--- src/include/pload_pkg.sv ---
// Constants shared by both ends of the parallel configuration load link.
// Assumes both ends run on a common 20 MHz system clock; the load clock is made by the host.
// What this block does
// - Byte mode: ratio 1, or 2 with decompression
// - Word modes: 16 gives 1/2/4, 32 gives 1/4/8
// - Host clocks ratio times data rate, paces data
// - Device uses surplus cycles to decrypt, decompress
// - Byte mode uses data lines 7 to 0
// - Half-word mode uses data lines 15 to 0
// - Host keeps clocking ratio minus one after last
package pload_pkg;

	typedef enum logic [1:0] {
		WIDTH_8  = 2'h0,
		WIDTH_16 = 2'h1,
		WIDTH_32 = 2'h2
	} load_width_e;

	localparam int unsigned DATA_W      = 32;
	localparam int unsigned RATIO_W     = 4;
	localparam int unsigned CLK_FREQ_HZ = 20000000;
	// Load clock half period in system clocks (host divider)
	localparam int unsigned HALF_PERIOD = 4;
	localparam logic [7:0]  HALF_CNT    = 8'(HALF_PERIOD);

	// Clock-per-word ratio for a width and option pair
	function automatic logic [RATIO_W-1:0] load_ratio(input load_width_e w,
		input logic decomp, input logic secure);
		logic [RATIO_W-1:0] r;
		r = 4'h1;
		case (w)
			WIDTH_8:  r = decomp ? 4'h2 : 4'h1;
			WIDTH_16: r = decomp ? 4'h4 : (secure ? 4'h2 : 4'h1);
			WIDTH_32: r = decomp ? 4'h8 : (secure ? 4'h4 : 4'h1);
			default:  r = 4'h1;
		endcase
		return r;
	endfunction

	// Lanes that carry data for a width
	function automatic logic [DATA_W-1:0] lane_mask(input load_width_e w);
		logic [DATA_W-1:0] m;
		m = 32'hFFFFFFFF;
		case (w)
			WIDTH_8:  m = 32'h000000FF;
			WIDTH_16: m = 32'h0000FFFF;
			WIDTH_32: m = 32'hFFFFFFFF;
			default:  m = 32'hFFFFFFFF;
		endcase
		return m;
	endfunction

endpackage

--- src/include/pload_if.sv ---
// Link between the configuration host and the loading device.
// Assumes the bench instantiates one and connects both modports.
`timescale 1ns/1ps
`default_nettype none
interface pload_if;
	logic        load_clock;
	logic [31:0] data;

	modport host (output load_clock, output data);
	modport dev  (input load_clock, input data);
endinterface
`default_nettype wire

--- src/design/pload_host.sv ---
// Host end: divides the system clock into the load clock and paces data words.
// Assumes the user holds words steady while word_valid_i waits for word_ready_o.
`timescale 1ns/1ps
`default_nettype none
module pload_host
	import pload_pkg::*;
(
	input  wire logic                  ref_clk_i,     // System clock
	input  wire logic                  rstn_i,        // Sync reset, low
	input  wire pload_pkg::load_width_e width_i,      // Load width
	input  wire logic                  decomp_i,      // Decompression on
	input  wire logic                  secure_i,      // Security on
	input  wire logic [31:0]           word_i,        // Word to send
	input  wire logic                  word_valid_i,  // Word offered
	input  wire logic                  word_last_i,   // Final word
	output logic                       word_ready_o,  // Word taken
	output logic                       busy_o,        // Clock running
	pload_if.host                      link           // Load link
);
	import pload_pkg::*;

	typedef enum logic [1:0] {
		H_IDLE = 2'h0,
		H_RUN  = 2'h1,
		H_TAIL = 2'h2
	} host_state_e;

	host_state_e        state_q;
	logic [7:0]         div_q;
	logic               clk_q;
	logic [RATIO_W-1:0] phase_q;
	logic [RATIO_W-1:0] ratio;
	logic [31:0]        data_q;
	logic               last_q;
	logic               fall;
	logic               slot;

	assign ratio = load_ratio(width_i, decomp_i, secure_i);
	assign fall  = clk_q && (div_q == HALF_CNT - 8'h1);
	// In H_RUN, new data only on the falling edge that closes a group's last cycle; H_IDLE takes the first word with the clock low
	assign slot  = fall && (phase_q == ratio - 4'h1);
	assign word_ready_o = (state_q == H_IDLE) || (state_q == H_RUN && slot && !last_q);
	assign busy_o = (state_q != H_IDLE);
	assign link.load_clock = clk_q;
	assign link.data       = data_q;

	always_ff @(posedge ref_clk_i) begin
		if (!rstn_i) begin
			state_q <= H_IDLE;
			div_q   <= 8'h0;
			clk_q   <= 1'b0;
			phase_q <= 4'h0;
			data_q  <= 32'h0;
			last_q  <= 1'b0;
		end else begin
			case (state_q)
				H_IDLE: begin
					div_q   <= 8'h0;
					clk_q   <= 1'b0;
					phase_q <= 4'h0;
					if (word_valid_i) begin
						data_q  <= word_i & lane_mask(width_i);
						last_q  <= word_last_i;
						state_q <= H_RUN;
					end
				end
				H_RUN, H_TAIL: begin
					if (div_q == HALF_CNT - 8'h1) begin
						div_q <= 8'h0;
						clk_q <= !clk_q;
						if (clk_q) begin
							phase_q <= (phase_q == ratio - 4'h1) ? 4'h0 : phase_q + 4'h1;
						end
					end else begin
						div_q <= div_q + 8'h1;
					end
					// After the last word's group, stop (ratio-1 extra cycles run)
					if (slot && last_q) begin
						state_q <= H_IDLE;
					end else if (slot && word_valid_i) begin
						data_q <= word_i & lane_mask(width_i);
						last_q <= word_last_i;
					end
				end
				default: state_q <= H_IDLE;
			endcase
		end
	end
endmodule
`default_nettype wire

--- src/flat_wrapper.sv ---
// flat-port wrapper written by rule: the top's interface ports become plain ports
module pload_host_flat import pload_pkg::*;
  (ref_clk_i, rstn_i, width_i, decomp_i, secure_i, word_i, word_valid_i, word_last_i, word_ready_o, busy_o, link_load_clock, link_data);
  pload_if link_i ();
  input  wire logic ref_clk_i;
  input  wire logic rstn_i;
  input  wire pload_pkg::load_width_e width_i;
  input  wire logic decomp_i;
  input  wire logic secure_i;
  input  wire logic [31:0] word_i;
  input  wire logic word_valid_i;
  input  wire logic word_last_i;
  output logic word_ready_o;
  output logic busy_o;
  output wire logic [$bits(link_i.load_clock)-1:0] link_load_clock;
  output wire logic [$bits(link_i.data)-1:0] link_data;
  assign link_load_clock = link_i.load_clock;
  assign link_data = link_i.data;
  pload_host u_core (.ref_clk_i(ref_clk_i), .rstn_i(rstn_i), .width_i(width_i), .decomp_i(decomp_i), .secure_i(secure_i), .word_i(word_i), .word_valid_i(word_valid_i), .word_last_i(word_last_i), .word_ready_o(word_ready_o), .busy_o(busy_o), .link(link_i));
endmodule
--- config.mk ---
export PLATFORM = sky130hd
export DESIGN_NAME = pload_host_flat
export DESIGN_NICKNAME = d
export VERILOG_FILES = /design/src/include/pload_pkg.sv /design/src/include/pload_if.sv /design/src/design/pload_host.sv /design/src/flat_wrapper.sv
export SDC_FILE = /design/constraint.sdc
export NUM_CORES = 1
export LEC_CHECK = 0
export BUFFER_PORTS_ARGS = -buffer_cell sky130_fd_sc_hd__buf_2
export CAP_MARGIN = 10
export CORE_UTILIZATION = 33
export CTS_CLUSTER_DIAMETER = 30
export DETAILED_ROUTE_END_ITERATION = 8
export PLACE_DENSITY_LB_ADDON = 0.1
export SLEW_MARGIN = 20
export SYNTH_ARGS = -nofsm -noshare
export SYNTH_HDL_FRONTEND = slang
export SYNTH_SLANG_ARGS = --single-unit
--- constraint.sdc ---
create_clock -name ref_clk_i -period 2.5 [get_ports ref_clk_i]
set_input_delay 0.5 -clock ref_clk_i [delete_from_list [all_inputs] [get_ports ref_clk_i]]
set_output_delay 0.5 -clock ref_clk_i [all_outputs]
set_load 0.03 [all_outputs]
Yosys cells after proc, flatten, opt, wreduce, memory -nomap -nowiden
Index checks and enable logic that the tools add are counted.
{ "word_totals": {"latch_bits": 0, "ram_bits": 0, "rom_bits": 0, "regBits": 48, "n_memories": 0, "output_inout_bits": 35} }
{ "op_classes": {"multipliers": 0, "n_reduce_logical": 18, "n_bitwise": 2, "n_shift": 0, "n_addsub": 3, "eq_ne": 12, "magnitude_cmp": 0, "n_div": 0, "muxes": 33} }
{ "ops": {"columns": ["cell", "count"], "rows": [
  ["$mux 32", 10],
  ["$pmux 32 s2", 2],
  ["$and 32x32->32", 2],
  ["$mux 4", 5],
  ["$pmux 8 s2", 1],
  ["$pmux 4 s3", 1],
  ["$add 8x1->8 const B", 1],
  ["$eq 8x2->1 const B", 1],
  ["$mux 2", 4],
  ["$mux 8", 1],
  ["$ne 2x1->1 const B", 4],
  ["$pmux 4 s2", 1],
  ["$logic_and 1x1->1", 6],
  ["$add 4x1->4 const B", 1],
  ["$eq 2x1->1 const B", 2],
  ["$eq 2x2->1 const B", 2],
  ["$eq 4x4->1", 1],
  ["$logic_not 2->1", 2],
  ["$mux 1", 4],
  ["$ne 2x2->1 const B", 2],
  ["$pmux 1 s2", 2],
  ["$pmux 2 s2", 1],
  ["$reduce_and 2->1", 2],
  ["$reduce_and 4->1", 1],
  ["7 further kinds", 9]
]} }

Depth between registers and ports, before layout
Gate-level depths: netlist (run 1).
{ "depth": {"ltp_word": 15, "ltp_mapped": 10} }

Worst setup path after synthesis (run 1)
OpenSTA, ideal clock, no wires.
{ "synth_timing": {"path_type": "input-to-output", "start": "input port width_i[1]", "end": "output port word_ready_o", "path_slack_ps": -411, "arrival_time_ps": 2411, "t_required_ps": 2000, "cell_stages": 7, "path_buffers": 0, "cell_sequence": "nor3_2 nor2_1 ha_1 xnor2_1 and3_4 o2111ai_4 o31ai_1"} }
{ "synth_between": {"elab_chain_len": 8, "elab_cells_between_ends": 10} }
{ "synth_rtl": {"columns": ["element", "line", "source"], "rows": [
  ["from (decl)", "flat_wrapper.sv:7", "input wire pload_pkg::load_width_e width_i;"],
  ["$eq 2x2->1, or another cell as far along", "pload_pkg.sv:31", "case (w)"],
  ["$pmux 4 s3 (*)", "pload_pkg.sv:31", null],
  ["$sub 4x1->4 (*)", "pload_host.sv:41", "assign slot = fall && (phase_q == ratio - 4'h1);"],
  ["$eq 4x4->1 (*)", "pload_host.sv:41", null],
  ["$logic_and 1x1->1 (*)", "pload_host.sv:41", null],
  ["$logic_and 1x1->1 (*) (2 in series)", "pload_host.sv:42", "assign word_ready_o = (state_q == H_IDLE) || (state_q == H_RUN && slot && !last_q);"],
  ["$logic_or 1x1->1 (*)", "pload_host.sv:42", null],
  ["to (decl)", "flat_wrapper.sv:13", "output logic word_ready_o;"]
]} }
Mark *: on every way between the ends. The rest lies on a longest branch, timed or not.

Worst setup path after layout (run 1)
Same ends and word-level chain as after synthesis.

==> results of run 1 <==
## layout by cell type (no fill, tap or decap), types with 2 or more instances in the layout
cell type	netlist	final
nand2_1	72	71
buf_2	1	70
dfxtp_1	47	47
mux2i_1	33	33
nor2_1	13	13
buf_4	1	9
nand3_1	7	7
xor2_1	5	5
clkbuf_8	0	5
buf_6	2	5
a21oi_1	4	4
xnor2_1	4	3
o21ai_0	3	3
and3_1	3	3
ha_1	3	3
nand2_2	1	2
inv_1	2	2
clkbuf_16	0	2
buf_8	0	2
## logic make-up (layout without fill, tap and decap cells)
kind of cell / count (synthesis) / count (layout) / share of synthesized area
AOI/OAI and AO/OA: 16 / 16 / 0.0697
xor gates and xnor gates: 9 / 9 / 0.0369
and+or+nand+nor: 112 / 112 / 0.238
muxes: 33 / 33 / 0.155
adders and majority gates: 3 / 3 / 0.0176
DFF: 47 / 47 / 0.440
buffers and inverters: 13 / 99 / 0.0433
## routing by layer
metal  vias to the layer above  share of wire  GRT usage  wire length (um)
li1                        950              -          -                 -
met3                         2          0.072     0.0516               345
met4                         0         0.0056     0.0474                27
met1                       806           0.47      0.171              2280
met5                         -              0          0                 0
met2                        53           0.45      0.238              2160
## flip-flops by register name (all words and copies together) (netlist names)
signal and flops:
u_core.state_q 1, u_core.link.data 32, u_core.last_q 1, u_core.div_q 8
u_core.link.load_clock 1, u_core.phase_q 4
## per-stage QoR
step | total power [W] | instances
4_1_cts | 0.00155 | 390
3_3_place_gp | 0.00108 | 381
5_1_grt | 0.00162 | 394
3_5_place_dp | 0.00108 | 381
2_1_floorplan | 0.000988 | 233
6_report | 0.00154 | 394
## critical path: stages
cell       delay (ns)
buf_2            0.15
o2bb2ai_2        0.13
nor2_1           0.07
ha_1             0.28
xnor2_1          0.13
nor2_1           0.17
o2111ai_4        0.15
o31ai_4          0.21
buf_6            0.16
## cell type report
class / count / area share
multi-input combinational: 173 / 0.404
inverter: 2 / 0.00262
sequential: 47 / 0.329
clock buffer: 6 / 0.0254
tap: 75 / 0.0328
timing repair buffer: 89 / 0.201
clock inverter: 2 / 0.00569
## how the worst min path moves through the flow
stage,slack [ns],from,end
floorplan,0.44,u_core.div_q[0]$_SDFF_PP0_,u_core.div_q[0]$_SDFF_PP0_
global placement,0.44,u_core.link.data[27]$_SDFFE_PN0P_,u_core.link.data[27]$_SDFFE_PN0P_
detailed placement,0.44,u_core.link.data[11]$_SDFFE_PN0P_,u_core.link.data[11]$_SDFFE_PN0P_
CTS,0.42,word_i[0],u_core.link.data[0]$_SDFFE_PN0P_
global route,0.42,word_i[3],u_core.link.data[3]$_SDFFE_PN0P_
finish,0.43,word_i[30],u_core.link.data[30]$_SDFFE_PN0P_
## timing repair
action                     4_1_cts  5_1_grt
pin swaps                        6        2
setup endpoints to repair        1       25
hold buffers                     0        0
buffers inserted                 1        1
gates cloned                     0        3
resized for setup                8        8
## where the power goes
group	total, W	internal [W]	leakage (nW)	switching (W)
Clock	0.000456	0.000201	0.0418	0.000255
Sequential	0.000794	0.000777	0.383	0.0000172
Combinational	0.000292	0.000129	0.877	0.000164
==> results by group, run 1 <==
Placed design
  – Hpwl dp: between 3 and 4 mm
  – Post-placement cell area: between 2000 and 3000 um^2
  – Pre-CTS setup slack: -0.182 ns
  – IO buf count: 74
  – Routability-driven placement congestion ratio: about 0.73

Timing
  – Skew final: around 0.013 ns
  – Setup TNS: 0 ns
  – Final hold viol count: 0
  – Rel. slew slack: 0.608
  – Slew @ Worst Pin: 0.588 ns
  – Fin crit share: 0.983
  – Fmax: 407 MHz
  – RSZ-0062 raised after global routing: yes
  – Setup ws final: approximately 0.042 ns
  – Post-route minimum period: ~2.5 ns
  – Setup violations, final: 0
  – Fin. max-slew vios: 0
  – Final Hold Slack: 0.431 ns

Floorplan
  – # IOs: 75
  – Core ar.: 6100 um^2
  – Die Height: between 80 and 90 um
  – Initial core utilization: 0.351
  – Cell Rows: 28
  – Die footprint: roughly 7000 um^2
  – Die width: 82.5 um

Layout
  – ANT cells: 0
  – Filler cells: between 600 and 700
  – Design Area, Final: roughly 2900 um^2
  – End-of-flow core utilization: 0.469
  – Share of layout cells above drive strength 1: 0.351
  – Post-layout net count: approximately 360
  – Area of the multi-input gates: approximately 1200 um^2
  – Register area: roughly 940 um^2
  – Area Overhead vs Synth: 33.8%

Global routing
  – Antenna violations before repair: 0
  – Number of global-route vias before repair: approximately 1,700
  – First-pass GRT wire length: ~7.4 mm
  – GRT Util Overall: 0.143
  – Largest net degree at the start of global routing: 30
  – GRT Residual Overflow: 0

Critical path
  – Worst Reg2Reg Path Length in Cells: 7
  – R2R setup slack: between 0.4 and 0.5 ns
  – Worst setup EP type: output pin
  – Crit start category: input pin
  – Crit path max fanout: 5
  – CP required: 2.00 ns
  – Setup CP Type: in -> out
  – WP data arrival: a little under 2 ns
  – Worst Setup EP: word_ready_o
  – Setup crit start: width_i[1]
  – R2r startpoint: u_core.div_q[0]$_SDFF_PP0_
  – FF-to-FF End: u_core.link.data[25]$_SDFFE_PN0P_

Synthesis
  – Ys async rst share: 0
  – Synth area leader: dfxtp_1
  – Number of synthesis warnings: 0
  – Synth Instances: between 200 and 250
  – Seq/Total Area, Yosys: 0.440
  – Top post-synthesis cells by count: 72 x nand2_1, 47 x dfxtp_1, 33 x mux2i_1, 13 x nor2_1, 7 x nand3_1
  – Number of flops mapped to enable cells by yosys: 0
  – Post-synth top area share: 0.440
  – Synth area leaders: dfxtp_1 44%, mux2i_1 15%, nand2_1 13%, nor2_1 2.3%, xor2_1 2.0%
  – Register bit total from synthesis: 47
  – Top-count cell post-synth: nand2_1
  – Dominant synthesized flop cell: dfxtp_1
  – Synth Cell Area: around 2100 um^2
  – Net count after synthesis: 276
  – Mean Syn Cell Area: slightly above 9 um^2
  – Count of different cell masters after synthesis: 43

Detailed routing
  – Detailed Route WL: 4.81 mm
  – Routed len/inst: around 12 um
  – Vias per cell: 4.60
  – DRC errors left: 0
  – Antenna viol nets, final: 0
  – Via count of the routed design: about 1,800
  – Initial DRT Pass Iterations: 4
  – Initial drt markers: 58

Clock tree
  – # H-tree levels: 2
  – CTS tree: done
  – Clk slew on worst S/H paths: about 0.090 ns
  – CTS Root Cell: clkbuf_8
  – Clk_lat worst skew: roughly 0.30 ns
  – Clk buf depth: 2
  – Clk sinks: 47
  – Clock buffer count from CTS: 5

Job
  – Max-cap violations: 0

Pwr
  – Peak VDD IR: roughly 240 uV
  – Lkg Pwr: between 1 and 1.5 nW
  – PwrDens: roughly 540 nW/um^2

Hold path
  – Hold Path Stages: 3
  – Hold Path Class: in -> reg

Outcome
  – Outcome: finished, final reports clean
Note: power is estimated with default switching activity, not from simulation.
==> run 2, diff against run 1 <==
Settings changed: ABC_AREA set to 1.
==> results by group, run 2 <==
Timing
  – Post-route minimum period: 2.53 ns (+0.0682 ns)
  – Final hold viol count: 0 (unchanged)
  – Fin. max-slew vios: 0 (unchanged)
  – Fmax: 396 MHz (-2.7%)
  – Setup violations, final: 1 (+1)
  – Setup ws final: -0.0262 ns (-0.0682 ns)
  – Final Hold Slack: 0.472 ns (+0.0401 ns)
  – Skew final: 0.00731 ns (-0.00560 ns)
  – Slew @ Worst Pin: 0.363 ns (-0.225 ns)
  – RSZ-0062 raised after global routing: yes
  – Fin crit share: 1.01 (+0.0273)
  – Rel. slew slack: 0.758 (+0.150)

Synthesis
  – Post-synth top area share: 0.375 (-0.0658)
  – Synth area leaders: dfxtp_1 37%, nand2_1 18%, inv_1 15%, nand4_1 8.7%, nor2_1 6.7%
  – Synth area leader: dfxtp_1
  – Number of flops mapped to enable cells by yosys: 0 (unchanged)
  – Top post-synthesis cells by count: 119 x nand2_1, 99 x inv_1, 47 x dfxtp_1, 45 x nor2_1, 35 x nand4_1
  – Synth Instances: 403 (+73%)
  – Register bit total from synthesis: 47 (unchanged)
  – Number of synthesis warnings: 0 (unchanged)
  – Synth Cell Area: 2510 um^2 (+18%)
  – Top-count cell post-synth: nand2_1
  – Count of different cell masters after synthesis: 28 (-35%)
  – Dominant synthesized flop cell: dfxtp_1
  – Mean Syn Cell Area: 6.23 um^2 (-32%)
  – Seq/Total Area, Yosys: 0.375 (-0.0658)
  – Ys async rst share: 0 (unchanged)
  – Net count after synthesis: 446 (+62%)

Layout
  – Commonest cells after routing, fill and taps aside: 119 x nand2_1, 99 x inv_1, 71 x buf_2
  – Area of the multi-input gates: 1110 um^2 (-3.8%)
  – Share of layout cells above drive strength 1: 0.218 (-0.133)
  – Filler cells: 843 (+34%)
  – Fin cells: 580 (+47%)
  – ANT cells: 0 (unchanged)
  – Max reg flops: 32 (unchanged)
  – Post-layout net count: 523 (+45%)
  – Area Overhead vs Synth: 25.9%
  – Most common cell after layout, fill and taps aside: nand2_1
  – Register area: 941 um^2 (unchanged)
  – End-of-flow core utilization: 0.434 (-0.0354)

Critical path
  – R2r startpoint: u_core.div_q[0]$_SDFF_PP0_
  – Crit path buf inv count: 3 (+1)
  – Crit path max fanout: 2 (-3)
  – Crit-path max cell delay: 0.32 ns (+0.04 ns)
  – Crit path max-delay family: simple AND/OR/NAND/NOR gates
  – Worst setup EP type: output pin
  – Cell chain of the critical path: buf_8 -> nor2_4 -> clkinv_4 -> nor2_1 -> a31oi_1 -> ha_1 -> a21oi_1 -> o21ai_1 -> nor2_2 -> nand3_2 -> o21ai_4 -> buf_6
  – Crit path max-delay cell type: ha_1
  – FF-to-FF End: u_core.link.data[19]$_SDFFE_PN0P_
  – CP required: 2.00 ns (about the same)
  – WP data arrival: 2.03 ns (+0.07 ns)
  – Crit start category: input pin
  – Worst Reg2Reg Path Length in Cells: 13 (+6)
  – Setup CP Type: in -> out
  – R2R setup slack: 0.42 ns (-0.02 ns)

Detailed routing
  – Vias per cell: 4.30 (-6.5%)
  – Initial DRT Pass Iterations: 4 (unchanged)
  – Via count of the routed design: 2,493 (+38%)
  – DRC errors left: 0 (unchanged)
  – Routed len/inst: 10.5 um (-14%)
  – Initial drt markers: 95 (+64%)
  – Antenna viol nets, final: 0 (unchanged)
  – Detailed Route WL: 6.12 mm (+27%)

Pwr
  – NetSw: 0.000561 W (+29%)
  – Logic pwr share: 0.247 (+0.057)
  – Internal Power: 0.00114 W (+3.1%)
  – Lkg Pwr: 1.77 nW (+36%)
  – Clock Power Share: 0.271 (-0.024)
  – PwrDens: 538 nW/um^2 (-0.22%)
  – Switching Share: 0.330 (+0.0474)
  – Share of power burned in registers: 0.482 (-0.033)
  – Peak VDD IR: 274 uV (+13%)

Job
  – Max-cap violations: 0 (unchanged)

Placed design
  – IO buf count: 74 (unchanged)
  – Routability-driven placement congestion ratio: 0.777 (+6.5%)
  – Hpwl dp: 4.34 mm (+30%)
  – Placed Cells: 569 (+49%)

Global routing
  – GRT Util Overall: 0.155 (+0.0117)
  – GRT Residual Overflow: 0 (unchanged)
  – First-pass GRT wire length: 9.56 mm (+29%)
  – Number of global-route vias before repair: 2,087 (+25%)
  – Largest net degree at the start of global routing: 35 (+17%)
  – Antenna violations before repair: 0 (unchanged)

Floorplan
  – # IOs: 75 (unchanged)
  – Die Height: 89.3 um (+8.2%)
  – Die width: 89.3 um (+8.2%)
  – Initial core utilization: 0.345 (-0.00603)
  – Die footprint: 7970 um^2 (+17%)
  – Core ar.: 7290 um^2 (+20%)
  – Cell Rows: 31 (+11%)

Clock tree
  – Hold buffer count at cts: 0 (unchanged)
  – Clk buf depth: 2 (unchanged)
  – Clock buffer count from CTS: 5 (unchanged)
  – Clk slew on worst S/H paths: 0.09 ns (about the same)
  – CTS Root Cell: clkbuf_8
  – # H-tree levels: 2 (unchanged)
  – Clk_lat worst skew: 0.30 ns (about the same)
  – Clk sinks: 47 (unchanged)
  – CTS tree: done

Outcome
  – Failing checks: negative setup slack
  – Outcome: complete, but fails checks

Hold path
  – Hold Path Class: reg -> reg
  – Hold_sp: u_core.div_q[4]$_SDFF_PP0_
  – Hold Path Stages: 2 (-1)
  – Worst Hold End: u_core.div_q[4]$_SDFF_PP0_
run 2: worst max path at each step:
stage | start | end | slack [ns] | cells after the start
finish | width_i[1] | word_ready_o | -0.03 | 12
global route | width_i[1] | word_ready_o | -0.13 | 16
CTS | width_i[1] | word_ready_o | -0.02 | 12
detailed placement | width_i[0] | word_ready_o | -0.15 | 12
global placement | width_i[0] | word_ready_o | -0.11 | 12
floorplan | width_i[1] | word_ready_o | 0.01 | 15
run 2: area by class of cell:
class / instances / area share
Timing Repair Buffer: 89 / 0.164
Tap cell: 99 / 0.0392
Clock buffer: 6 / 0.0229
Inverter: 101 / 0.121
Clock inverter: 2 / 0.00396
Multi-Input combinational cell: 236 / 0.351
Sequential cell: 47 / 0.297
run 2: power by group through the flow:
stage	sequential [W]	combinational, W	clock [W]
global route	0.000827	0.000473	0.000512
floorplan	0.000924	0.000207	0
global placement	0.000838	0.000413	0
finish	0.000820	0.000421	0.000461
CTS	0.000822	0.000424	0.000480
detailed placement	0.000839	0.000415	0
run 2: timing repair:
| item | CTS | global route |
|---|---|---|
| buffers inserted | 3 | 0 |
| endpoints found under the hold margin | 0 | 0 |
| pin swaps | 6 | 0 |
| endpoints found under the setup margin | 1 | 1 |
| gates resized for setup | 8 | 0 |
run 2: per-stage QoR:
step                total power [W]  TNS, ns  setup WS, ns  area, um^2
finish                      0.00170  -0.0262       -0.0262        3160
global route                0.00181   -0.127        -0.127        3160
CTS                         0.00173  -0.0160       -0.0160        3160
detailed placement          0.00125   -0.147        -0.147        3030
global placement            0.00125   -0.111        -0.111        3030
floorplan                   0.00113        0        0.0116        2530
run 2: worst min-delay path, stage by stage (launching register included):
cell and delay [ns]:
dfxtp_1 0.32, nand2_1 0.06, a21oi_1 0.05
run 2: metal layers:
metal | global-route usage | vias to the layer above | part of all wire
met5 | 0 | - | 0
met4 | 0.0433 | 0 | 0.011
met3 | 0.0314 | 6 | 0.043
met2 | 0.266 | 54 | 0.46
met1 | 0.198 | 1074 | 0.49
li1 | - | 1359 | -
run 2: logic make-up (layout without fill, tap and decap cells):
family | Yosys count | count (layout) | share of synthesized area
buffers and inverters | 120 | 198 | 0.191
AO/OA/AOI/OAI | 18 | 18 | 0.0418
AND/OR/NAND/NOR | 213 | 213 | 0.371
adder cells (fa/ha/maj) | 3 | 3 | 0.0149
flip-flops | 47 | 47 | 0.375
XOR/XNOR | 2 | 2 | 0.00697
